<file path="config.mk">
export PLATFORM = sky130hd
export DESIGN_NAME = sms_port
export DESIGN_NICKNAME = d
export VERILOG_FILES = /design/src/rtl/sms_pkg.sv /design/src/rtl/sms_pin_if.sv /design/src/rtl/sms_sync.sv /design/src/rtl/sms_port.sv
export SDC_FILE = /design/constraint.sdc
export NUM_CORES = 1
export LEC_CHECK = 0
export ABC_AREA = 0
export BUFFER_PORTS_ARGS = -buffer_cell sky130_fd_sc_hd__buf_2
export CORE_MARGIN = 10
export CORE_UTILIZATION = 61
export DETAILED_ROUTE_END_ITERATION = 8
export PLACE_DENSITY_LB_ADDON = 0.12
export SYNTH_ARGS = -nofsm -noshare
export SYNTH_HDL_FRONTEND = slang
export SYNTH_SLANG_ARGS = --single-unit
</file>
<file path="constraint.sdc">
create_clock -name MCLK -period 7.65 [get_ports MCLK]
set_input_delay 1.9125 -clock MCLK [delete_from_list [all_inputs] [get_ports MCLK]]
set_output_delay 1.9125 -clock MCLK [all_outputs]
set_load 0.05 [all_outputs]
</file>
<file path="src/rtl/sms_pkg.sv">
// shared constants and types of the serial master/slave port
package sms_pkg;

    ////////////////////////////////////////////////////////////////////////
    // register byte offsets on the wishbone slave
    localparam logic [7:0] OFS_CTRL   = 8'h00;  // enable, role, length, select level
    localparam logic [7:0] OFS_BAUD   = 8'h04;  // master half period control
    localparam logic [7:0] OFS_DATA   = 8'h08;  // write: transmit, read: received
    localparam logic [7:0] OFS_STATUS = 8'h0C;  // sticky events, write one to clear
    localparam logic [7:0] OFS_MASK   = 8'h10;  // interrupt mask, same layout as status

    ////////////////////////////////////////////////////////////////////////
    // control field positions
    localparam int CTRL_EN     = 0;  // port enabled
    localparam int CTRL_MASTER = 1;  // 1: master, 0: slave
    localparam int CTRL_LEN16  = 2;  // 1: 16-bit characters, 0: 8-bit
    localparam int CTRL_SSPOL  = 3;  // active level of slave select
    localparam int CTRL_W      = 4;  // width of the control register

    // status and mask field positions
    localparam int ST_DONE = 0;  // character complete
    localparam int ST_COLL = 1;  // collision seen while master
    localparam int ST_BUSY = 2;  // read only, master transfer in progress
    localparam int ST_W    = 2;  // sticky bits only

    ////////////////////////////////////////////////////////////////////////
    // values after reset
    localparam logic [CTRL_W-1:0] CTRL_RST   = 4'h0;   // disabled slave, 8-bit, low select
    localparam logic [7:0]        BAUD_RST   = 8'h00;  // fastest legal master rate
    localparam logic [15:0]       DATA_RST   = 16'h0000;
    localparam logic [ST_W-1:0]   STATUS_RST = 2'h0;
    localparam logic [ST_W-1:0]   MASK_RST   = 2'h0;

    ////////////////////////////////////////////////////////////////////////
    // timing: system clock, and the shortest serial clock half period in cycles
    localparam int          SYS_CLK_NS   = 40;     // 25 MHz system clock
    localparam logic [8:0]  MIN_HALF_CYC = 9'h002; // two cycles keeps master at or below sysclk/2
    localparam logic [4:0]  BITS_SHORT   = 5'h08;  // short character
    localparam logic [4:0]  BITS_LONG    = 5'h10;  // long character

    // master engine states, one-hot
    typedef enum logic [1:0] {
        MS_IDLE = 2'b01,
        MS_RUN  = 2'b10
    } sms_state_t;

endpackage

</file>
<file path="src/rtl/sms_pin_if.sv">
// synchronised view of one serial pin, handed from the synchroniser to the port
interface sms_pin_if;
    logic lvl;   // pin level after two flip-flops
    logic rise;  // one-cycle pulse on a low to high change
    logic fall;  // one-cycle pulse on a high to low change

    modport src (output lvl, output rise, output fall);
    modport dst (input lvl, input rise, input fall);
endinterface

</file>
<file path="src/rtl/sms_sync.sv">
// two flip-flop synchroniser with edge detection for one serial pin
module sms_sync (
    input  wire logic clk,
    input  wire logic rst,
    input  wire logic ce,
    input  wire logic pin,
    sms_pin_if.src    pout
);

    logic s1_reg;  // metastable stage, only s2 reads it
    logic s2_reg;  // stable level
    logic s3_reg;  // previous stable level for edges

    ////////////////////////////////////////////////////////////////////////
    // shift the pin through the chain, frozen while ce is low
    always_ff @(posedge clk) begin
        if (rst) begin
            s1_reg <= 1'b0;
            s2_reg <= 1'b0;
            s3_reg <= 1'b0;
        end else if (ce) begin
            s1_reg <= pin;
            s2_reg <= s1_reg;
            s3_reg <= s2_reg;
        end
    end

    // edges come from the stable stages only
    assign pout.lvl  = s2_reg;
    assign pout.rise = s2_reg & ~s3_reg;
    assign pout.fall = ~s2_reg & s3_reg;

endmodule // sms_sync

</file>
<file path="src/rtl/sms_port.sv">
// serial master/slave port with wishbone registers and one interrupt
//
// Contract
// - port works as master or as slave
// - four wires, one bit each way per clock
// - detect another master driving the bus
// - master serial clock at most sysclk/2
// - slave handles external clock up to sysclk/4
// - 8 or 16 bit characters, msb first
// - programmable select level, selected only then
// - exchange synchronous to the current master's clock
module sms_port (
    input  wire logic        MCLK,
    input  wire logic        RESET,
    input  wire logic        CE,
    input  wire logic        WB_CYC_I,
    input  wire logic        WB_STB_I,
    input  wire logic        WB_WE_I,
    input  wire logic [7:0]  WB_ADR_I,
    input  wire logic [3:0]  WB_SEL_I,
    input  wire logic [31:0] WB_DAT_I,
    output logic      [31:0] WB_DAT_O,
    output logic             WB_ACK_O,
    output logic             IRQ,
    input  wire logic        SCLK_I,
    output logic             SCLK_O,
    output logic             SCLK_OE,
    input  wire logic        MOSI_I,
    output logic             MOSI_O,
    output logic             MOSI_OE,
    input  wire logic        MISO_I,
    output logic             MISO_O,
    output logic             MISO_OE,
    input  wire logic        SSEL_I,
    output logic             SSO
);

    ////////////////////////////////////////////////////////////////////////
    // synchronised pins
    sms_pin_if sclk_p ();  // serial clock from another master
    sms_pin_if mosi_p ();  // data in while slave
    sms_pin_if miso_p ();  // data in while master
    sms_pin_if ssel_p ();  // select in, collision sense while master

    sms_sync u_sclk (.clk(MCLK), .rst(RESET), .ce(CE), .pin(SCLK_I), .pout(sclk_p));
    sms_sync u_mosi (.clk(MCLK), .rst(RESET), .ce(CE), .pin(MOSI_I), .pout(mosi_p));
    sms_sync u_miso (.clk(MCLK), .rst(RESET), .ce(CE), .pin(MISO_I), .pout(miso_p));
    sms_sync u_ssel (.clk(MCLK), .rst(RESET), .ce(CE), .pin(SSEL_I), .pout(ssel_p));

    ////////////////////////////////////////////////////////////////////////
    // state
    logic [sms_pkg::CTRL_W-1:0] ctrl_reg;     // control register
    logic [sms_pkg::CTRL_W-1:0] ctrl_next;
    logic [7:0]                 baud_reg;     // half period is baud + 2 cycles
    logic [15:0]                tx_reg;       // next character to send
    logic [15:0]                rx_reg;       // last completed character
    logic [sms_pkg::ST_W-1:0]   status_reg;   // sticky events
    logic [sms_pkg::ST_W-1:0]   status_next;
    logic [sms_pkg::ST_W-1:0]   mask_reg;     // interrupt enables
    logic [15:0]                sh_reg;       // shared shift register
    logic [4:0]                 bit_reg;      // bits done in this character
    logic [8:0]                 half_reg;     // cycles within a half period
    logic                       sel_reg;      // slave selection seen last cycle
    sms_pkg::sms_state_t        state_reg;    // master engine

    ////////////////////////////////////////////////////////////////////////
    // configuration decode
    wire en      = ctrl_reg[sms_pkg::CTRL_EN];
    wire master  = ctrl_reg[sms_pkg::CTRL_MASTER];
    wire len16   = ctrl_reg[sms_pkg::CTRL_LEN16];
    wire sspol   = ctrl_reg[sms_pkg::CTRL_SSPOL];
    wire [4:0] nbits = len16 ? sms_pkg::BITS_LONG : sms_pkg::BITS_SHORT;
    wire ss_act  = (ssel_p.lvl == sspol);
    wire running = (state_reg == sms_pkg::MS_RUN);

    // another master pulls our select while we are master
    wire coll_set = en & master & ss_act;
    // slave is selected only at the configured level
    wire slv_sel   = en & ~master & ss_act;
    wire sel_start = slv_sel & ~sel_reg;

    ////////////////////////////////////////////////////////////////////////
    // wishbone decode, one wait-free answer per request
    wire req     = WB_CYC_I & WB_STB_I & ~WB_ACK_O;
    wire wr      = req & WB_WE_I;
    wire hit_ctl = (WB_ADR_I == sms_pkg::OFS_CTRL);
    wire hit_bd  = (WB_ADR_I == sms_pkg::OFS_BAUD);
    wire hit_dat = (WB_ADR_I == sms_pkg::OFS_DATA);
    wire hit_st  = (WB_ADR_I == sms_pkg::OFS_STATUS);
    wire hit_msk = (WB_ADR_I == sms_pkg::OFS_MASK);
    wire [31:0] lane = {{8{WB_SEL_I[3]}}, {8{WB_SEL_I[2]}}, {8{WB_SEL_I[1]}}, {8{WB_SEL_I[0]}}};
    wire [31:0] wdat = WB_DAT_I & lane;
    wire wr_dat  = wr & hit_dat & (WB_SEL_I[1:0] != 2'b00);

    // read mux, unmapped offsets answer zero
    wire [31:0] rd_data =
        hit_ctl ? {28'h0000000, ctrl_reg} :
        hit_bd  ? {24'h000000, baud_reg} :
        hit_dat ? {16'h0000, rx_reg} :
        hit_st  ? {29'h00000000, running, status_reg} :
        hit_msk ? {30'h00000000, mask_reg} : 32'h00000000;

    ////////////////////////////////////////////////////////////////////////
    // shifter datapath shared by both roles
    wire in_bit  = master ? miso_p.lvl : mosi_p.lvl;
    wire [15:0] sh_shift = {sh_reg[14:0], in_bit};
    wire tx_msb  = len16 ? tx_reg[15] : tx_reg[7];
    wire nx_msb  = len16 ? sh_reg[14] : sh_reg[6];
    wire last    = ((bit_reg + 5'h01) == nbits);
    wire [15:0] rx_cap = len16 ? sh_shift : {8'h00, sh_shift[7:0]};

    // master timing: half period of baud + MIN_HALF_CYC cycles
    wire half_end = (half_reg == ({1'b0, baud_reg} + sms_pkg::MIN_HALF_CYC - 9'h001));
    wire start_m  = wr_dat & master & en & ~running & ~coll_set;
    wire m_fall   = running & half_end & SCLK_O & ~coll_set;   // sample on the falling edge
    wire m_rise   = running & half_end & ~SCLK_O & ~coll_set;
    // slave follows only the external clock edges
    wire s_rise   = slv_sel & ~sel_start & sclk_p.rise;
    wire m_done   = m_fall & last;
    wire s_done   = s_rise & last;
    wire done_set = m_done | s_done;

    ////////////////////////////////////////////////////////////////////////
    // register next values; hardware set wins over software clear
    localparam int ST_W_C = sms_pkg::ST_W;
    wire [ST_W_C-1:0] st_clr = (wr & hit_st) ? wdat[sms_pkg::ST_W-1:0] : 2'h0;

    always_comb begin
        status_next = (status_reg & ~st_clr);
        status_next[sms_pkg::ST_DONE] = status_next[sms_pkg::ST_DONE] | done_set;
        status_next[sms_pkg::ST_COLL] = status_next[sms_pkg::ST_COLL] | coll_set;
        ctrl_next = ctrl_reg;
        if (wr & hit_ctl) begin
            ctrl_next = wdat[sms_pkg::CTRL_W-1:0];
        end
        // a collision drops the port to slave so it frees the bus
        if (coll_set) begin
            ctrl_next[sms_pkg::CTRL_MASTER] = 1'b0;
        end
    end

    ////////////////////////////////////////////////////////////////////////
    // bus answer and software registers
    always_ff @(posedge MCLK) begin
        if (RESET) begin
            WB_ACK_O   <= 1'b0;
            WB_DAT_O   <= 32'h00000000;
            ctrl_reg   <= sms_pkg::CTRL_RST;
            baud_reg   <= sms_pkg::BAUD_RST;
            tx_reg     <= sms_pkg::DATA_RST;
            status_reg <= sms_pkg::STATUS_RST;
            mask_reg   <= sms_pkg::MASK_RST;
            IRQ        <= 1'b0;
        end else if (CE) begin
            WB_ACK_O   <= req;
            WB_DAT_O   <= req ? rd_data : 32'h00000000;
            ctrl_reg   <= ctrl_next;
            status_reg <= status_next;
            IRQ        <= |(status_next & mask_reg);
            if (wr & hit_bd) begin
                baud_reg <= wdat[7:0];
            end
            // transmit is not overwritten under a running master character
            if (wr_dat & ~running) begin
                tx_reg <= wdat[15:0];
            end
            if (wr & hit_msk) begin
                mask_reg <= wdat[sms_pkg::ST_W-1:0];
            end
        end
    end

    ////////////////////////////////////////////////////////////////////////
    // master engine and shifter
    always_ff @(posedge MCLK) begin
        if (RESET) begin
            state_reg <= sms_pkg::MS_IDLE;
            half_reg  <= 9'h000;
            sh_reg    <= 16'h0000;
            bit_reg   <= 5'h00;
            rx_reg    <= sms_pkg::DATA_RST;
            sel_reg   <= 1'b0;
            SCLK_O    <= 1'b0;
            MOSI_O    <= 1'b0;
            MISO_O    <= 1'b0;
        end else if (CE) begin
            sel_reg  <= slv_sel;
            half_reg <= (running & ~half_end) ? half_reg + 9'h001 : 9'h000;
            case (state_reg)
                sms_pkg::MS_IDLE: begin
                    if (start_m) begin
                        state_reg <= sms_pkg::MS_RUN;
                        sh_reg    <= wdat[15:0];
                        MOSI_O    <= len16 ? wdat[15] : wdat[7];
                        bit_reg   <= 5'h00;
                        SCLK_O    <= 1'b0;
                    end else begin
                        SCLK_O    <= 1'b0;  // an aborted clock drops a cycle later, never a runt
                    end
                end
                sms_pkg::MS_RUN: begin
                    if (coll_set) begin
                        state_reg <= sms_pkg::MS_IDLE;  // clock level is returned by idle
                        bit_reg   <= 5'h00;
                    end else if (m_rise) begin
                        SCLK_O <= 1'b1;
                    end else if (m_fall) begin
                        SCLK_O  <= 1'b0;
                        sh_reg  <= sh_shift;
                        bit_reg <= bit_reg + 5'h01;
                        MOSI_O  <= nx_msb;
                        if (last) begin
                            state_reg <= sms_pkg::MS_IDLE;
                        end
                    end
                end
                default: begin
                    state_reg <= sms_pkg::MS_IDLE;
                end
            endcase
            // slave side: load on selection, shift on each rising clock
            if (sel_start) begin
                sh_reg  <= tx_reg;
                bit_reg <= 5'h00;
                MISO_O  <= tx_msb;
            end else if (s_rise) begin
                sh_reg  <= last ? tx_reg : sh_shift;
                bit_reg <= last ? 5'h00 : bit_reg + 5'h01;
                MISO_O  <= last ? tx_msb : nx_msb;
            end else if (~slv_sel & ~master) begin
                bit_reg <= 5'h00;  // deselect drops a partial character
            end
            if (done_set) begin
                rx_reg <= rx_cap;
            end
        end
    end

    ////////////////////////////////////////////////////////////////////////
    // pin drivers: only the active role drives, collision releases at once
    always_ff @(posedge MCLK) begin
        if (RESET) begin
            SCLK_OE <= 1'b0;
            MOSI_OE <= 1'b0;
            MISO_OE <= 1'b0;
            SSO     <= 1'b1;
        end else if (CE) begin
            SCLK_OE <= en & master & ~coll_set;
            MOSI_OE <= en & master & ~coll_set;
            MISO_OE <= slv_sel;
            // own select toward the addressed slave, active only while running
            SSO     <= (running & ~coll_set & ~m_done) | start_m ? sspol : ~sspol;
        end
    end

    ////////////////////////////////////////////////////////////////////////
    // checks
    property p_half_rate;
        @(posedge MCLK) disable iff (RESET)
        (CE && $changed(SCLK_O)) |=> !$changed(SCLK_O);
    endproperty
    a_half_rate: assert property (p_half_rate) else $error("serial clock faster than half");

    property p_coll_release;
        @(posedge MCLK) disable iff (RESET)
        (CE && coll_set) |=> (!SCLK_OE && !MOSI_OE && state_reg == sms_pkg::MS_IDLE);
    endproperty
    a_coll_release: assert property (p_coll_release) else $error("outputs held after collision");

    property p_coll_flag;
        @(posedge MCLK) disable iff (RESET)
        (CE && coll_set) |=> status_reg[sms_pkg::ST_COLL] && !ctrl_reg[sms_pkg::CTRL_MASTER];
    endproperty
    a_coll_flag: assert property (p_coll_flag) else $error("collision not flagged");

    property p_done_flag;
        @(posedge MCLK) disable iff (RESET)
        (CE && done_set) |=> status_reg[sms_pkg::ST_DONE] && rx_reg == $past(rx_cap);
    endproperty
    a_done_flag: assert property (p_done_flag) else $error("character not captured");

    property p_slave_quiet;
        @(posedge MCLK) disable iff (RESET)
        (CE && !slv_sel) |=> !MISO_OE;
    endproperty
    a_slave_quiet: assert property (p_slave_quiet) else $error("miso driven unselected");

    property p_len_bound;
        @(posedge MCLK) disable iff (RESET)
        running |-> (bit_reg < nbits);
    endproperty
    a_len_bound: assert property (p_len_bound) else $error("bit count past length");

    property p_mosi_msb;
        @(posedge MCLK) disable iff (RESET)
        (CE && start_m) |=> MOSI_O == (len16 ? sh_reg[15] : sh_reg[7]);
    endproperty
    a_mosi_msb: assert property (p_mosi_msb) else $error("first bit is not msb");

    property p_role_excl;
        @(posedge MCLK) disable iff (RESET)
        !(SCLK_OE && MISO_OE);
    endproperty
    a_role_excl: assert property (p_role_excl) else $error("both roles drive");

    property p_slave_shift;
        @(posedge MCLK) disable iff (RESET)
        (CE && s_rise && !last) |=> sh_reg[0] == $past(mosi_p.lvl);
    endproperty
    a_slave_shift: assert property (p_slave_shift) else $error("slave missed input bit");

    c_master_done: cover property (@(posedge MCLK) disable iff (RESET) m_done);
    c_slave_done:  cover property (@(posedge MCLK) disable iff (RESET) s_done);
    c_collision:   cover property (@(posedge MCLK) disable iff (RESET) coll_set && running);
    c_long_char:   cover property (@(posedge MCLK) disable iff (RESET) done_set && len16);

endmodule // sms_port

</file>
==> impl_metrics.py <==
metrics = {
    "timing": {
        "rsz0062_at_grt": "false",
        "setup_viol": 0,
        "fin_crit_ns": 4.370,
        "worst_pin_slew_ns": 1.219,
        "period_share": 0.5712,
        "fmax_ghz": 0.2289,
        "relSlewSlack": 0.1845,
        "drv_slew": 0,
        "hold_viol": 0,
        "clock_skew_ns": 0.01118,
        "finalSetupTns_ns": 0,
        "fin_ws_ns": 3.280,
    },
    "setup_path": {
        "crit_buf_inv": 4,
        "cpMaxStageDelayCell": "or3_1",
        "crit_chain": "buf_2 > buf_4 > clkinv_1 > buf_4 > or3_1 > nor2_1 > and2_1 > a22oi_1 > nor2_1",
        "regToRegStartpoint": "state_reg[0]",
        "cp_max_fo": 38,
        "cpPeakStageDelay_ns": 0.51,
        "critPathKind": "primary input to register",
        "startpoint": "CE",
        "worst-endpoint-arrival_ns": 4.69,
        "crit_family": "simple AND/OR/NAND/NOR gates",
        "cp-end-kind": "register",
        "required_ns": 7.97,
        "start_kind": "primary input",
    },
    "drt": {
        "wl_per_cell_um": 18.34,
        "drc": 0,
        "wl_um": 16010,
        "first_pass_iters": 6,
        "vias": 5486,
        "postRouteAntennaNets": 0,
        "drt_iter0_drc": 561,
        "vias_per_cell": 6.284,
    },
    "global_routing": {
        "grt-ovfl-total": 0,
        "grt_pass1_vias": 5182,
        "antenna_found_initial": 0,
        "grt_pass1_wl_um": 25790,
        "grt_usage": 0.2202,
        "grt_max_degree": 95,
    },
    "place": {
        "dp_hpwl_um": 11240,
        "place_ws_ns": 2.937,
        "io_buffers": 60,
        "globalplace.congestion": 0.8836,
    },
    "die": {
        "core_area_um2": 9284,
        "die_h_um": 117.8,
        "rows": 35,
        "dieArea_um2": 13880,
        "io_pins": 95,
        "initial_utilization": 0.6288,
        "die_width_um": 117.8,
    },
    "cts": {
        "cts_tree": "yes",
        "cts_root_buf": "clkbuf_8",
        "max-clock-path-buffers": 2,
        "clk_latency_ns": 0.40,
        "numCtsBuffers": 9,
        "cts_setup_buffers": 0,
        "h-tree-depth": 3,
        "cts_sinks": 112,
        "ctsHoldBuffers": 0,
        "clkSlewWorstSetupHoldPaths_ns": 0.11,
        "cts.repair.resized": 0,
    },
    "final_layout": {
        "nets": 798,
        "syn_to_final_growth_pct": 7.073,
        "fillCellCount": 838,
        "drive_above_1_share": 0.1290,
        "n_antenna_cell": 0,
    },
    "logic_synthesis": {
        "yosysTopAreaCell": "dfxtp_1",
        "synth_top_flop_cell": "dfxtp_1",
        "synthesis.instances": 720,
        "synth_cell_types": 72,
        "ys_ff_latch": 112,
        "synth_edf_count": 0,
        "yosysTopAreaCellShare": 0.3841,
        "yosys-top-cells-area": "dfxtp_1 38%, a21oi_1 5.3%, nor2_1 4.5%",
        "syn_area_um2": 5838,
        "async_flop_share": 0,
        "seq_area_frac_synth": 0.3841,
        "syn_area_per_cell_um2": 8.108,
        "yosysWarnings": 0,
    },
    "pwr": {
        "pwr-share-comb": 0.073,
        "power.leakage_nw": 2.454,
        "switchingPower_w": 0.0002796,
        "switching_share": 0.2744,
        "p_clk_frac": 0.350,
        "vdd_drop_max_v": 0.0001227,
        "p_per_area_nw_per_um2": 163.0,
        "cellInternalPower_w": 0.0007393,
        "seqPwrFrac": 0.577,
    },
    "outcome": {
        "status": "finished clean",
    },
    "hold_path": {
        "hp-start": "tx_reg[15]",
        "hp-class": "register to register",
    },
    "job": {
        "cap_violations": 0,
    },
}
## power by group through the flow
stage / Sequential (W) / Combinational, W / Clock (W)
2_1_floorplan: 0.000602 / 0.0000579 / 0
6_report: 0.000588 / 0.0000747 / 0.000357
3_3_place_gp: 0.000601 / 0.0000719 / 0
4_1_cts: 0.000588 / 0.0000733 / 0.000360
3_5_place_dp: 0.000601 / 0.0000733 / 0
5_1_grt: 0.000588 / 0.0000808 / 0.000382
## worst paths after layout
check,depth (start not counted),slack (ns),endpoint
worst max-delay path,9,3.28,WB_DAT_O[15]
worst min-delay path,2,0.46,tx_reg[15]
worst max register to register,9,4.31,bit_reg[4]
worst min register to register,2,0.46,tx_reg[15]
## per-stage QoR
stage | utilization | cells | power, W | hold WS, ns | instance area (um^2)
2_1_floorplan | - | 735 | 0.0006598 | 0.4287 | 5894
3_3_place_gp | 0.6509 | 857 | 0.0006727 | 0.4378 | 6043
3_5_place_dp | 0.6509 | 857 | 0.0006742 | 0.4458 | 6043
4_1_cts | 0.6725 | 873 | 0.001021 | 0.4616 | 6243
5_1_grt | 0.6733 | 873 | 0.001052 | 0.4767 | 6251
6_report | 0.6733 | 873 | 0.001019 | 0.4589 | 6251
## Yosys cell counts (9+ instances only)
cell / count
nand3_1: 35
nand4_1: 19
mux2i_1: 24
o21ai_0: 36
and3_1: 10
a22oi_1: 17
dfxtp_1: 112
nor3_1: 24
a21oi_1: 62
inv_1: 9
and2_1: 9
o221ai_1: 15
buf_4: 18
nor2_1: 70
clkbuf_1: 46
xor2_1: 13
nand2_1: 68
## worst register-to-register path, stage by stage, from the launching register on
cell	delay, ns
dfxtp_1	0.35
inv_1	0.06
ha_1	0.61
o21ba_2	0.27
and4_1	0.22
a31oi_1	0.86
o21ai_0	0.25
nand2_1	0.28
nor3_1	0.11
a32o_1	0.24
## layout make-up
cell class              count  area (um^2)  share of cell area
clock buffers              10        137.6             0.02202
clock inverters             6        62.56             0.01001
inverters                  10        37.54            0.006005
multi-input cells         543         3287              0.5258
flip-flops and latches    112         2242              0.3587
well taps                 129        161.4             0.02582
repair buffers             63        322.8             0.05164
## layer usage
layer / vias up / GRT usage / part of all wire
met3: 47 / 0.05180 / 0.069
met1: 2579 / 0.2596 / 0.40
met2: 229 / 0.3776 / 0.50
met4: 0 / 0.08346 / 0.033
li1: 2631 / - / -
met5: - / 0 / 0
## cell usage in the layout (no fill, tap or decap), types with 9 or more instances in the layout
master    instances
buf_2            60
nor3_1           24
nand2_1          68
nor2_1           70
and3_1           10
and2_1            9
inv_1             9
nand4_1          19
o21ai_0          36
conb_1           16
clkbuf_8         10
mux2i_1          24
xor2_1           13
o221ai_1         15
nand3_1          35
dfxtp_1         112
a21oi_1          62
a22oi_1          17
## logic make-up (layout without fill, tap and decap cells)
logic type               after synthesis  after routing  synth area share
adder cells (fa/ha/maj)                5              5           0.01072
XOR/XNOR                              21             21           0.03151
AO/OA/AOI/OAI                        200            200            0.2285
flip-flops                           112            112            0.3841
multiplexers                          29             29           0.05272
buffers and inverters                 80             89           0.06387
AND/OR/NAND/NOR                      272            272            0.2280
other                                  1             16         0.0006423
Power figures use the tool's default switching activity.
